==> config.mk <==
export PLATFORM = sky130hd
export DESIGN_NAME = banked_data_memory_access
export DESIGN_NICKNAME = d
export VERILOG_FILES = /design/src/hdl/banked_data_memory_access.v /design/src/hdl/gp_ram_bank.v
export VERILOG_INCLUDE_DIRS = /design/src /design/src/hdl
export SDC_FILE = /design/constraint.sdc
export NUM_CORES = 2
export LEC_CHECK = 0
export ABC_AREA = 1
export BUFFER_PORTS_ARGS = -buffer_cell sky130_fd_sc_hd__buf_2
export CORE_UTILIZATION = 50
export CTS_CLUSTER_DIAMETER = 60
export DETAILED_ROUTE_END_ITERATION = 10
export GPL_TIMING_DRIVEN = 1
export PLACE_DENSITY_LB_ADDON = 0.05
export SYNTH_ARGS = -nofsm -noshare
export SYNTH_HDL_FRONTEND = slang
export SYNTH_MEMORY_MAX_BITS = 65536
export SYNTH_SLANG_ARGS = --single-unit
==> constraint.sdc <==
create_clock -name sys_clk -period 10.45 [get_ports sys_clk]
set_clock_uncertainty 0.1 [all_clocks]
set_input_delay 1.045 -clock sys_clk [delete_from_list [all_inputs] [get_ports sys_clk]]
set_output_delay 1.045 -clock sys_clk [all_outputs]
set_load 0.01 [all_outputs]
==> src/hdl/data_mem_defs.vh <==
// Constants for the banked data memory access block: addresses, fields, resets.
// Assumes inclusion by bare name from the design files under hdl/.
`ifndef DATA_MEM_DEFS_VH
`define DATA_MEM_DEFS_VH
// ****************************************
// Special purpose addresses (bank independent)
// ****************************************
`define ADDR_WINDOW_ZERO 8'h00
`define ADDR_POINTER_ZERO 8'h01
`define ADDR_WINDOW_ONE 8'h02
`define ADDR_POINTER_ONE 8'h03
`define ADDR_BANK_SELECT 8'h04
`define ADDR_ACCUMULATOR 8'h05
`define ADDR_STATUS_RO 8'h06
// ****************************************
// Region boundaries
// ****************************************
`define GP_BASE 8'h80
`define DISP_LAST 8'hB0
// ****************************************
// Field layout and reset values
// ****************************************
`define BANK_FIELD_HI 1
`define BANK_FIELD_LO 0
`define BANK_SELECT_RESET 8'h00
`define ZERO_BYTE 8'h00
`define BANKS_DEFAULT 4
`endif

==> src/hdl/banked_data_memory_access.v <==
// Data memory address logic: special registers, banked RAM, indirect windows.
// Assumes the core issues one access per cycle, synchronous to sys_clk.
`timescale 1ns/100ps
`include "data_mem_defs.vh"
module banked_data_memory_access #(
   parameter BANKS = `BANKS_DEFAULT,
   parameter BANK_BITS = 2
) (
   // Clock and reset
   input wire sys_clk,
   input wire rst_n,
   // Watchdog reset taken while powered down keeps the bank
   input wire wdt_sleep_reset,
   // Core access port
   input wire acc_req,
   input wire acc_we,
   input wire [7:0] acc_addr,
   input wire [1:0] acc_op,
   input wire [2:0] acc_bit,
   input wire [7:0] acc_wdata,
   input wire acc_from_alu,
   input wire [7:0] alu_result,
   // Read-only status value from the core
   input wire [7:0] status_in,
   // Read answer
   output reg [7:0] acc_rdata,
   output reg acc_rvalid,
   // Accumulator, bank select and display drive
   output reg [7:0] working_accumulator,
   output reg [7:0] data_bank_select,
   output reg disp_we,
   output reg [5:0] disp_addr,
   output reg [7:0] disp_data
);
   // Operation codes for the access
   localparam OP_BYTE = 2'b00;
   localparam OP_SET = 2'b01;
   localparam OP_CLR = 2'b10;

   // Access states, one-hot
   localparam ST_IDLE = 3'b001;
   localparam ST_READ = 3'b010;
   localparam ST_WRITE = 3'b100;

   reg [2:0] state_reg; // Kind of access taken at the last edge
   reg [2:0] state_next; // Kind of access presented now
   reg [7:0] pointer_zero_reg;
   reg [7:0] pointer_one_reg;
   reg [7:0] disp_mem [0:`DISP_LAST-`GP_BASE];

   // ****************************************
   // Helper functions
   // ****************************************
   // Single-bit set or clear merge on a read byte
   function [7:0] merge_bits;
      input [1:0] op;
      input [2:0] bitn;
      input [7:0] old;
      input [7:0] newv;
      reg [7:0] mask;
      begin
         mask = 8'h01 << bitn;
         if (op == OP_SET) begin
            merge_bits = old | mask;
         end else if (op == OP_CLR) begin
            merge_bits = old & ~mask;
         end else begin
            merge_bits = newv;
         end
      end
   endfunction

   // Bank field masked to implemented bits
   function [1:0] bank_field;
      input [7:0] v;
      begin
         if (BANK_BITS == 1) begin
            bank_field = {1'b0, v[`BANK_FIELD_LO]};
         end else begin
            bank_field = v[`BANK_FIELD_HI:`BANK_FIELD_LO];
         end
      end
   endfunction

   // Kind of access presented this cycle, for the state machine
   function [2:0] next_access;
      input req;
      input we;
      begin
         if (!req) begin
            next_access = ST_IDLE;
         end else if (we) begin
            next_access = ST_WRITE;
         end else begin
            next_access = ST_READ;
         end
      end
   endfunction

   // ****************************************
   // Effective address resolution
   // ****************************************
   reg is_win0;
   reg is_win1;
   reg indirect;
   reg [7:0] eff_addr;
   reg [1:0] eff_bank;
   reg win_target;

   // Work out the final bank and offset of this access
   always @* begin
      is_win0 = (acc_addr == `ADDR_WINDOW_ZERO);
      is_win1 = (acc_addr == `ADDR_WINDOW_ONE);
      indirect = is_win0 | is_win1;
      if (is_win0) begin
         eff_addr = pointer_zero_reg;
         eff_bank = 2'b00;
      end else if (is_win1) begin
         eff_addr = pointer_one_reg;
         eff_bank = bank_field(data_bank_select);
      end else begin
         eff_addr = acc_addr;
         eff_bank = 2'b00;
      end
      // A pointer aimed at a window itself touches nothing
      win_target = indirect & ((eff_addr == `ADDR_WINDOW_ZERO) |
                               (eff_addr == `ADDR_WINDOW_ONE));
   end

   // ****************************************
   // Region decode
   // ****************************************
   reg in_gp;
   reg in_disp;
   reg [8:0] ram_addr;
   wire [7:0] ram_rdata;

   // Special area is below the general base in every bank
   always @* begin
      in_gp = 1'b0;
      in_disp = 1'b0;
      ram_addr = 9'h000;
      if (eff_addr >= `GP_BASE) begin
         if (eff_bank == 2'b01) begin
            in_disp = (eff_addr <= `DISP_LAST);
         end else if ({30'h0000_0000, eff_bank} < BANKS) begin
            in_gp = 1'b1;
            ram_addr = {eff_bank, eff_addr[6:0]};
         end
      end
   end

   // ****************************************
   // Read data selection
   // ****************************************
   reg [7:0] rd_byte;
   reg [5:0] disp_idx;

   // Special register decode, unused addresses read as zero
   always @* begin
      disp_idx = eff_addr[5:0]; // Region base has all six low bits clear
      rd_byte = `ZERO_BYTE;
      if (win_target) begin
         rd_byte = `ZERO_BYTE;
      end else if (in_gp) begin
         rd_byte = ram_rdata;
      end else if (in_disp) begin
         rd_byte = disp_mem[disp_idx];
      end else if (eff_addr >= `GP_BASE) begin
         rd_byte = `ZERO_BYTE;
      end else if (eff_addr == `ADDR_POINTER_ZERO) begin
         rd_byte = pointer_zero_reg;
      end else if (eff_addr == `ADDR_POINTER_ONE) begin
         rd_byte = pointer_one_reg;
      end else if (eff_addr == `ADDR_BANK_SELECT) begin
         rd_byte = data_bank_select;
      end else if (eff_addr == `ADDR_ACCUMULATOR) begin
         rd_byte = working_accumulator;
      end else if (eff_addr == `ADDR_STATUS_RO) begin
         rd_byte = status_in;
      end else begin
         rd_byte = `ZERO_BYTE;
      end
   end

   // ****************************************
   // Write data formation
   // ****************************************
   reg [7:0] src_byte;
   reg [7:0] wr_byte;
   reg do_write;

   // Written data is the access write data or the ALU result, or the read byte with one bit set or cleared
   always @* begin
      src_byte = acc_from_alu ? alu_result : acc_wdata;
      wr_byte = merge_bits(acc_op, acc_bit, rd_byte, src_byte);
      do_write = acc_req & acc_we & ~win_target;
   end

   // General purpose storage for every bank except bank 1, which maps to the display memory
   gp_ram_bank #(
      .BANKS(BANKS)
   ) u_ram (
      .sys_clk(sys_clk),
      .wr_en(do_write & in_gp),
      .wr_addr(ram_addr),
      .wr_data(wr_byte),
      .rd_addr(ram_addr),
      .rd_data(ram_rdata)
   );

   // ****************************************
   // Access state machine
   // ****************************************
   // Read and write cycles are told apart; the read strobe follows the read state
   always @* begin
      case (state_reg)
         ST_IDLE: begin
            state_next = next_access(acc_req, acc_we);
         end
         ST_READ: begin
            state_next = next_access(acc_req, acc_we);
         end
         ST_WRITE: begin
            state_next = next_access(acc_req, acc_we);
         end
         default: begin
            state_next = ST_IDLE;
         end
      endcase
   end

   // State register; reset drops any access in flight
   always @(posedge sys_clk) begin
      if (!rst_n) begin
         state_reg <= ST_IDLE;
      end else begin
         state_reg <= state_next;
      end
   end

   // ****************************************
   // Read answer
   // ****************************************
   // Read data is caught at the taking edge and held until the next read
   always @(posedge sys_clk) begin
      if (!rst_n) begin
         acc_rdata <= `ZERO_BYTE;
         acc_rvalid <= 1'b0;
      end else begin
         // One-cycle strobe for each read taken
         acc_rvalid <= (state_next == ST_READ);
         if (state_next == ST_READ) begin
            acc_rdata <= rd_byte;
         end
      end
   end

   // ****************************************
   // Special register writes
   // ****************************************
   // Write strobe for the special section; the status address has no target
   wire sp_write;
   assign sp_write = do_write & ~in_gp & ~in_disp & (eff_addr < `GP_BASE);

   // Memory pointers behave as plain read-write registers
   always @(posedge sys_clk) begin
      if (!rst_n) begin
         pointer_zero_reg <= `ZERO_BYTE;
         pointer_one_reg <= `ZERO_BYTE;
      end else if (sp_write) begin
         if (eff_addr == `ADDR_POINTER_ZERO) begin
            pointer_zero_reg <= wr_byte;
         end else if (eff_addr == `ADDR_POINTER_ONE) begin
            pointer_one_reg <= wr_byte;
         end
      end
   end

   // Bank select; a watchdog reset taken while asleep leaves it as it was
   always @(posedge sys_clk) begin
      if (!rst_n) begin
         if (!wdt_sleep_reset) begin
            data_bank_select <= `BANK_SELECT_RESET;
         end
      end else if (sp_write & (eff_addr == `ADDR_BANK_SELECT)) begin
         // Shared with program banking; only the bank bits are stored
         data_bank_select <= {6'h00, bank_field(wr_byte)};
      end
   end

   // Accumulator; a store to it and an ALU load never meet in one cycle
   always @(posedge sys_clk) begin
      if (!rst_n) begin
         working_accumulator <= `ZERO_BYTE;
      end else if (sp_write & (eff_addr == `ADDR_ACCUMULATOR)) begin
         working_accumulator <= wr_byte;
      end else if (acc_from_alu & ~(acc_req & acc_we)) begin
         // ALU results land here when acc_from_alu is set and the cycle is not a store
         working_accumulator <= alu_result;
      end
   end

   // ****************************************
   // Display memory and drive
   // ****************************************
   // Segment bytes; no reset, the display is rewritten by software
   always @(posedge sys_clk) begin
      if (rst_n & do_write & in_disp) begin
         disp_mem[disp_idx] <= wr_byte;
      end
   end

   // Every stored segment byte is also sent to the display at once
   always @(posedge sys_clk) begin
      if (!rst_n) begin
         disp_we <= 1'b0;
         disp_addr <= 6'h00;
         disp_data <= `ZERO_BYTE;
      end else begin
         disp_we <= do_write & in_disp;
         if (do_write & in_disp) begin
            disp_addr <= disp_idx;
            disp_data <= wr_byte;
         end
      end
   end
endmodule // banked_data_memory_access

==> src/hdl/gp_ram_bank.v <==
// Byte-wide general purpose storage for all banks, one write and one read port.
// Assumes the caller masks writes and selects the bank; read is combinational.
`timescale 1ns/100ps
module gp_ram_bank #(
   parameter BANKS = 4
) (
   // Clock
   input wire sys_clk,
   // Write port
   input wire wr_en,
   input wire [8:0] wr_addr,
   input wire [7:0] wr_data,
   // Read port
   input wire [8:0] rd_addr,
   output wire [7:0] rd_data
);
   // Storage, 128 bytes per bank
   reg [7:0] mem [0:BANKS*128-1];

   // ****************************************
   // Write process
   // ****************************************
   always @(posedge sys_clk) begin
      if (wr_en) begin
         mem[wr_addr] <= wr_data;
      end
   end

   // Read without latency
   assign rd_data = mem[rd_addr];
endmodule // gp_ram_bank

==> results.md <==
* Worst path max stage delay at around 0.86 ns
* Worst-margin pin slew at between 1 and 1.5 ns
* Final Power at roughly 31 mW
* WHS Endpoint: acc_rvalid
* Antenna violations before repair at 25
* Largest regs: u_ram.mem: 3072 flops, disp_mem: 392 flops
* H-tree Lvls at 5
* Largest net degree at the start of global routing at 148
* Max-slew violations at 0
* Synth area leaders: edfxtp_1 (73%), nand2_1 (6.9%), nor2_1 (5.0%)
* Synth Flop Type: edfxtp_1
* Synth top area share at 0.734
* Die height at 534 µm
* Drt wl/cell at 27.7 µm
* Fraction of layout cells with a size suffix above 1 at 0.0701
* Worst path bufs/invs at 6
* Hold Crit Start: acc_we
* Die X at 534 µm
* Yosys reg bits at 3,517
* Skew-Pair Late Insertion Delay at 0.96 ns
* Synthesized area per cell at 11.7 µm²
* Core area at approximately 280,000 µm²
* Synth cell count leaders: edfxtp_1 (3,466), nand2_1 (2,612), nor2_1 (1,878)
* Non-filler cells, final at 16.3k
* RSZ-0062 raised after global routing: false
* DP Area at 147,000 µm²
* Post-synth EDFFs at around 3.5k
* Reg-to-reg endpoint: u_ram.mem[289][3]
* Placement Rows at 195
* Mapped Area at 142,000 µm²
* Core Util, Final at 0.563
* Syn Inst Count at 12.2k
* Pwr dens at 195 nW/µm²
* Post-CTS resize count at 0
* Detailed Place HPWL at 257,000 µm
* Global-route wire length before repair at 644,000 µm
* GRT Total Usage at 0.313
* Inst Count DP at ~16k
* Port bufs at 76
* GRT Residual Overflow at 0
* DRC violation total after the first TritonRoute iteration at 11.6k
* Final hold violation count at 0
* Detailed-router iteration count before antenna repair at 11
* Final period util at 0.771
* Top delay family on crit path: simple AND/OR/NAND/NOR gates
* Cell area after layout at about 160,000 µm²
* Final #Nets at 12.3k
* Worst R2R Path Depth at 18
* Final-layout fill cell count at roughly 24k
* Post-CTS Setup Bufs at 0
* Relative slew slack at 0.153
* Post-synth ARST share at 0
* Post-synth cell types at 42
* Hold path depth at 2
* Routed wire length at 452,000 µm
* Largest area contributor in the netlist: edfxtp_1
* Layout area overhead at 12.1%
* Critical Path Slowest Stage Cell: nor2_4
* LEAKAGE at 59.0 nW
* DRT antenna net count at 0
* Number of global-route vias before repair at 88.4k
* Crit. End Element: register
* Setup_tns at 0 ns
* Flop-to-flop setup slack at around 2.7 ns
* Category of the most critical setup path: in2reg
* Setup WS post-layout at ~2.4 ns
* Worst EP required at ~11 ns
* FF-to-FF Start: pointer_zero_reg[0]
* CTS Root Cell: clkbuf_16
* DRC viols at 4
* Warnings from Yosys at 0
* Peak VDD IR at 0.000165 V
* Clock sink count at 3,517
* Worst-path clk slew at about 0.06 ns
* Final setup violation count at 0
* Max-cap viol count at 0
* Achievable Freq at between 0.1 and 0.15 GHz
* Run status: finished, violations left
* Most instantiated library cell after synthesis: edfxtp_1
* Vias at between 90k and 100k
* Failing checks: design-rule violations
* Fin crit period at 8.06 ns
* CTS tree: built
* Worst path cell trace: buf_2 -> nor2_1 -> nand2_2 -> nor2_4 -> nand2_1 -> nand3_1 -> nor2_2 -> buf_4 -> nor2_4 -> buf_12 -> buf_4 -> o22ai_1 -> o21ai_0 -> nand4_1 -> a21oi_1 -> nand2_1 -> nor2_1 -> nand3_1 -> nand3_1 -> nand2_1 -> inv_8 -> buf_12
* Top reg by flops: u_ram.mem
* CP startpoint: acc_addr[6]
* Max clock buf depth at 4
* Seq/Total Area, Yosys at 0.742
* Min Hold Slack at 0.237 ns
* Worst path arrival time at about 8.6 ns
* Vias/cell at 5.70
* I/O pin count at 83
* Startpoint types: input port
* Initial Util at 0.502
* Gp weighted congestion at between 0.9 and 1
* CTS Buf Count at 375
* Number of flip-flops in the largest register at 3,072
* Hold Path Class: in2reg
* Crit Path Max Fanout at 147
* Die area at 286,000 µm²
* Hold_buf cts at 0
* Pre-CTS setup slack at 1.56 ns
## layout by cell type (no fill, tap or decap), types with 8 or more instances in the layout
| master | n |
|---|---|
| nor2_4 | 16 |
| a21oi_1 | 106 |
| inv_6 | 12 |
| o221ai_1 | 9 |
| edfxtp_1 | 3466 |
| buf_2 | 76 |
| nand4_1 | 66 |
| buf_12 | 59 |
| clkbuf_1 | 89 |
| o31ai_1 | 24 |
| o21bai_1 | 9 |
| nand3b_1 | 75 |
| clkbuf_16 | 385 |
| o22ai_1 | 406 |
| o211ai_1 | 17 |
| nand2_1 | 2593 |
| dfxtp_1 | 51 |
| clkinv_1 | 94 |
| inv_1 | 1378 |
| nand2_4 | 19 |
| or2_2 | 12 |
| diode_2 | 11 |
| clkinvlp_4 | 8 |
| o21ai_1 | 35 |
| buf_4 | 156 |
| nor3_1 | 20 |
| a22oi_1 | 12 |
| and2_1 | 9 |
| clkinv_2 | 47 |
| bufinv_16 | 30 |
| inv_8 | 10 |
| o21ai_0 | 1136 |
| nand3_1 | 179 |
| nor2_1 | 1867 |
## final cells by class
class | count | area (µm²) | share of cell area
repair buffers | 291 | 2730 | 0.0172
well taps | 3743 | 4680 | 0.0295
multi-input cells | 6660 | 29100 | 0.183
flip-flops and latches | 3517 | 105000 | 0.662
clock buffers | 478 | 10000 | 0.0631
diodes | 11 | 27.5 | 0.000173
inverters | 1401 | 5330 | 0.0336
clock inverters | 200 | 1820 | 0.0115
## how the worst max path moves through the flow
stage | endpoint | depth (start not counted)
2_1_floorplan | disp_mem[0][6] | 24
3_3_place_gp | u_ram.mem[471][3] | 22
3_5_place_dp | u_ram.mem[466][3] | 22
4_1_cts | u_ram.mem[452][3] | 22
5_1_grt | u_ram.mem[294][3] | 22
6_report | u_ram.mem[289][3] | 22
## cell families after synthesis
group	after synthesis	share of synthesized area
AOI/OAI and AO/OA	1764	0.0674
other	1	0.0000265
buffers and inverters	1987	0.0552
and+or+nand+nor	4890	0.136
DFF	3517	0.742
## report_power, final
part	switching (mW)	leakage, nW	total, mW	internal (mW)
clock network	5.54	5.76	13.0	7.51
registers	0.00598	31.7	15.9	15.9
logic	1.68	21.6	2.05	0.374
total	7.22	59.0	31.0	23.8
## layer usage
layer  GRT usage  vias to the layer above  wire length [µm]
met2       0.486                     4577            208000
met4       0.117                       16             16500
li1            -                    41400                 -
met3      0.0545                      756             41400
met5           0                        -               126
met1       0.445                    46200            186000
Power figures use the tool's default switching activity.
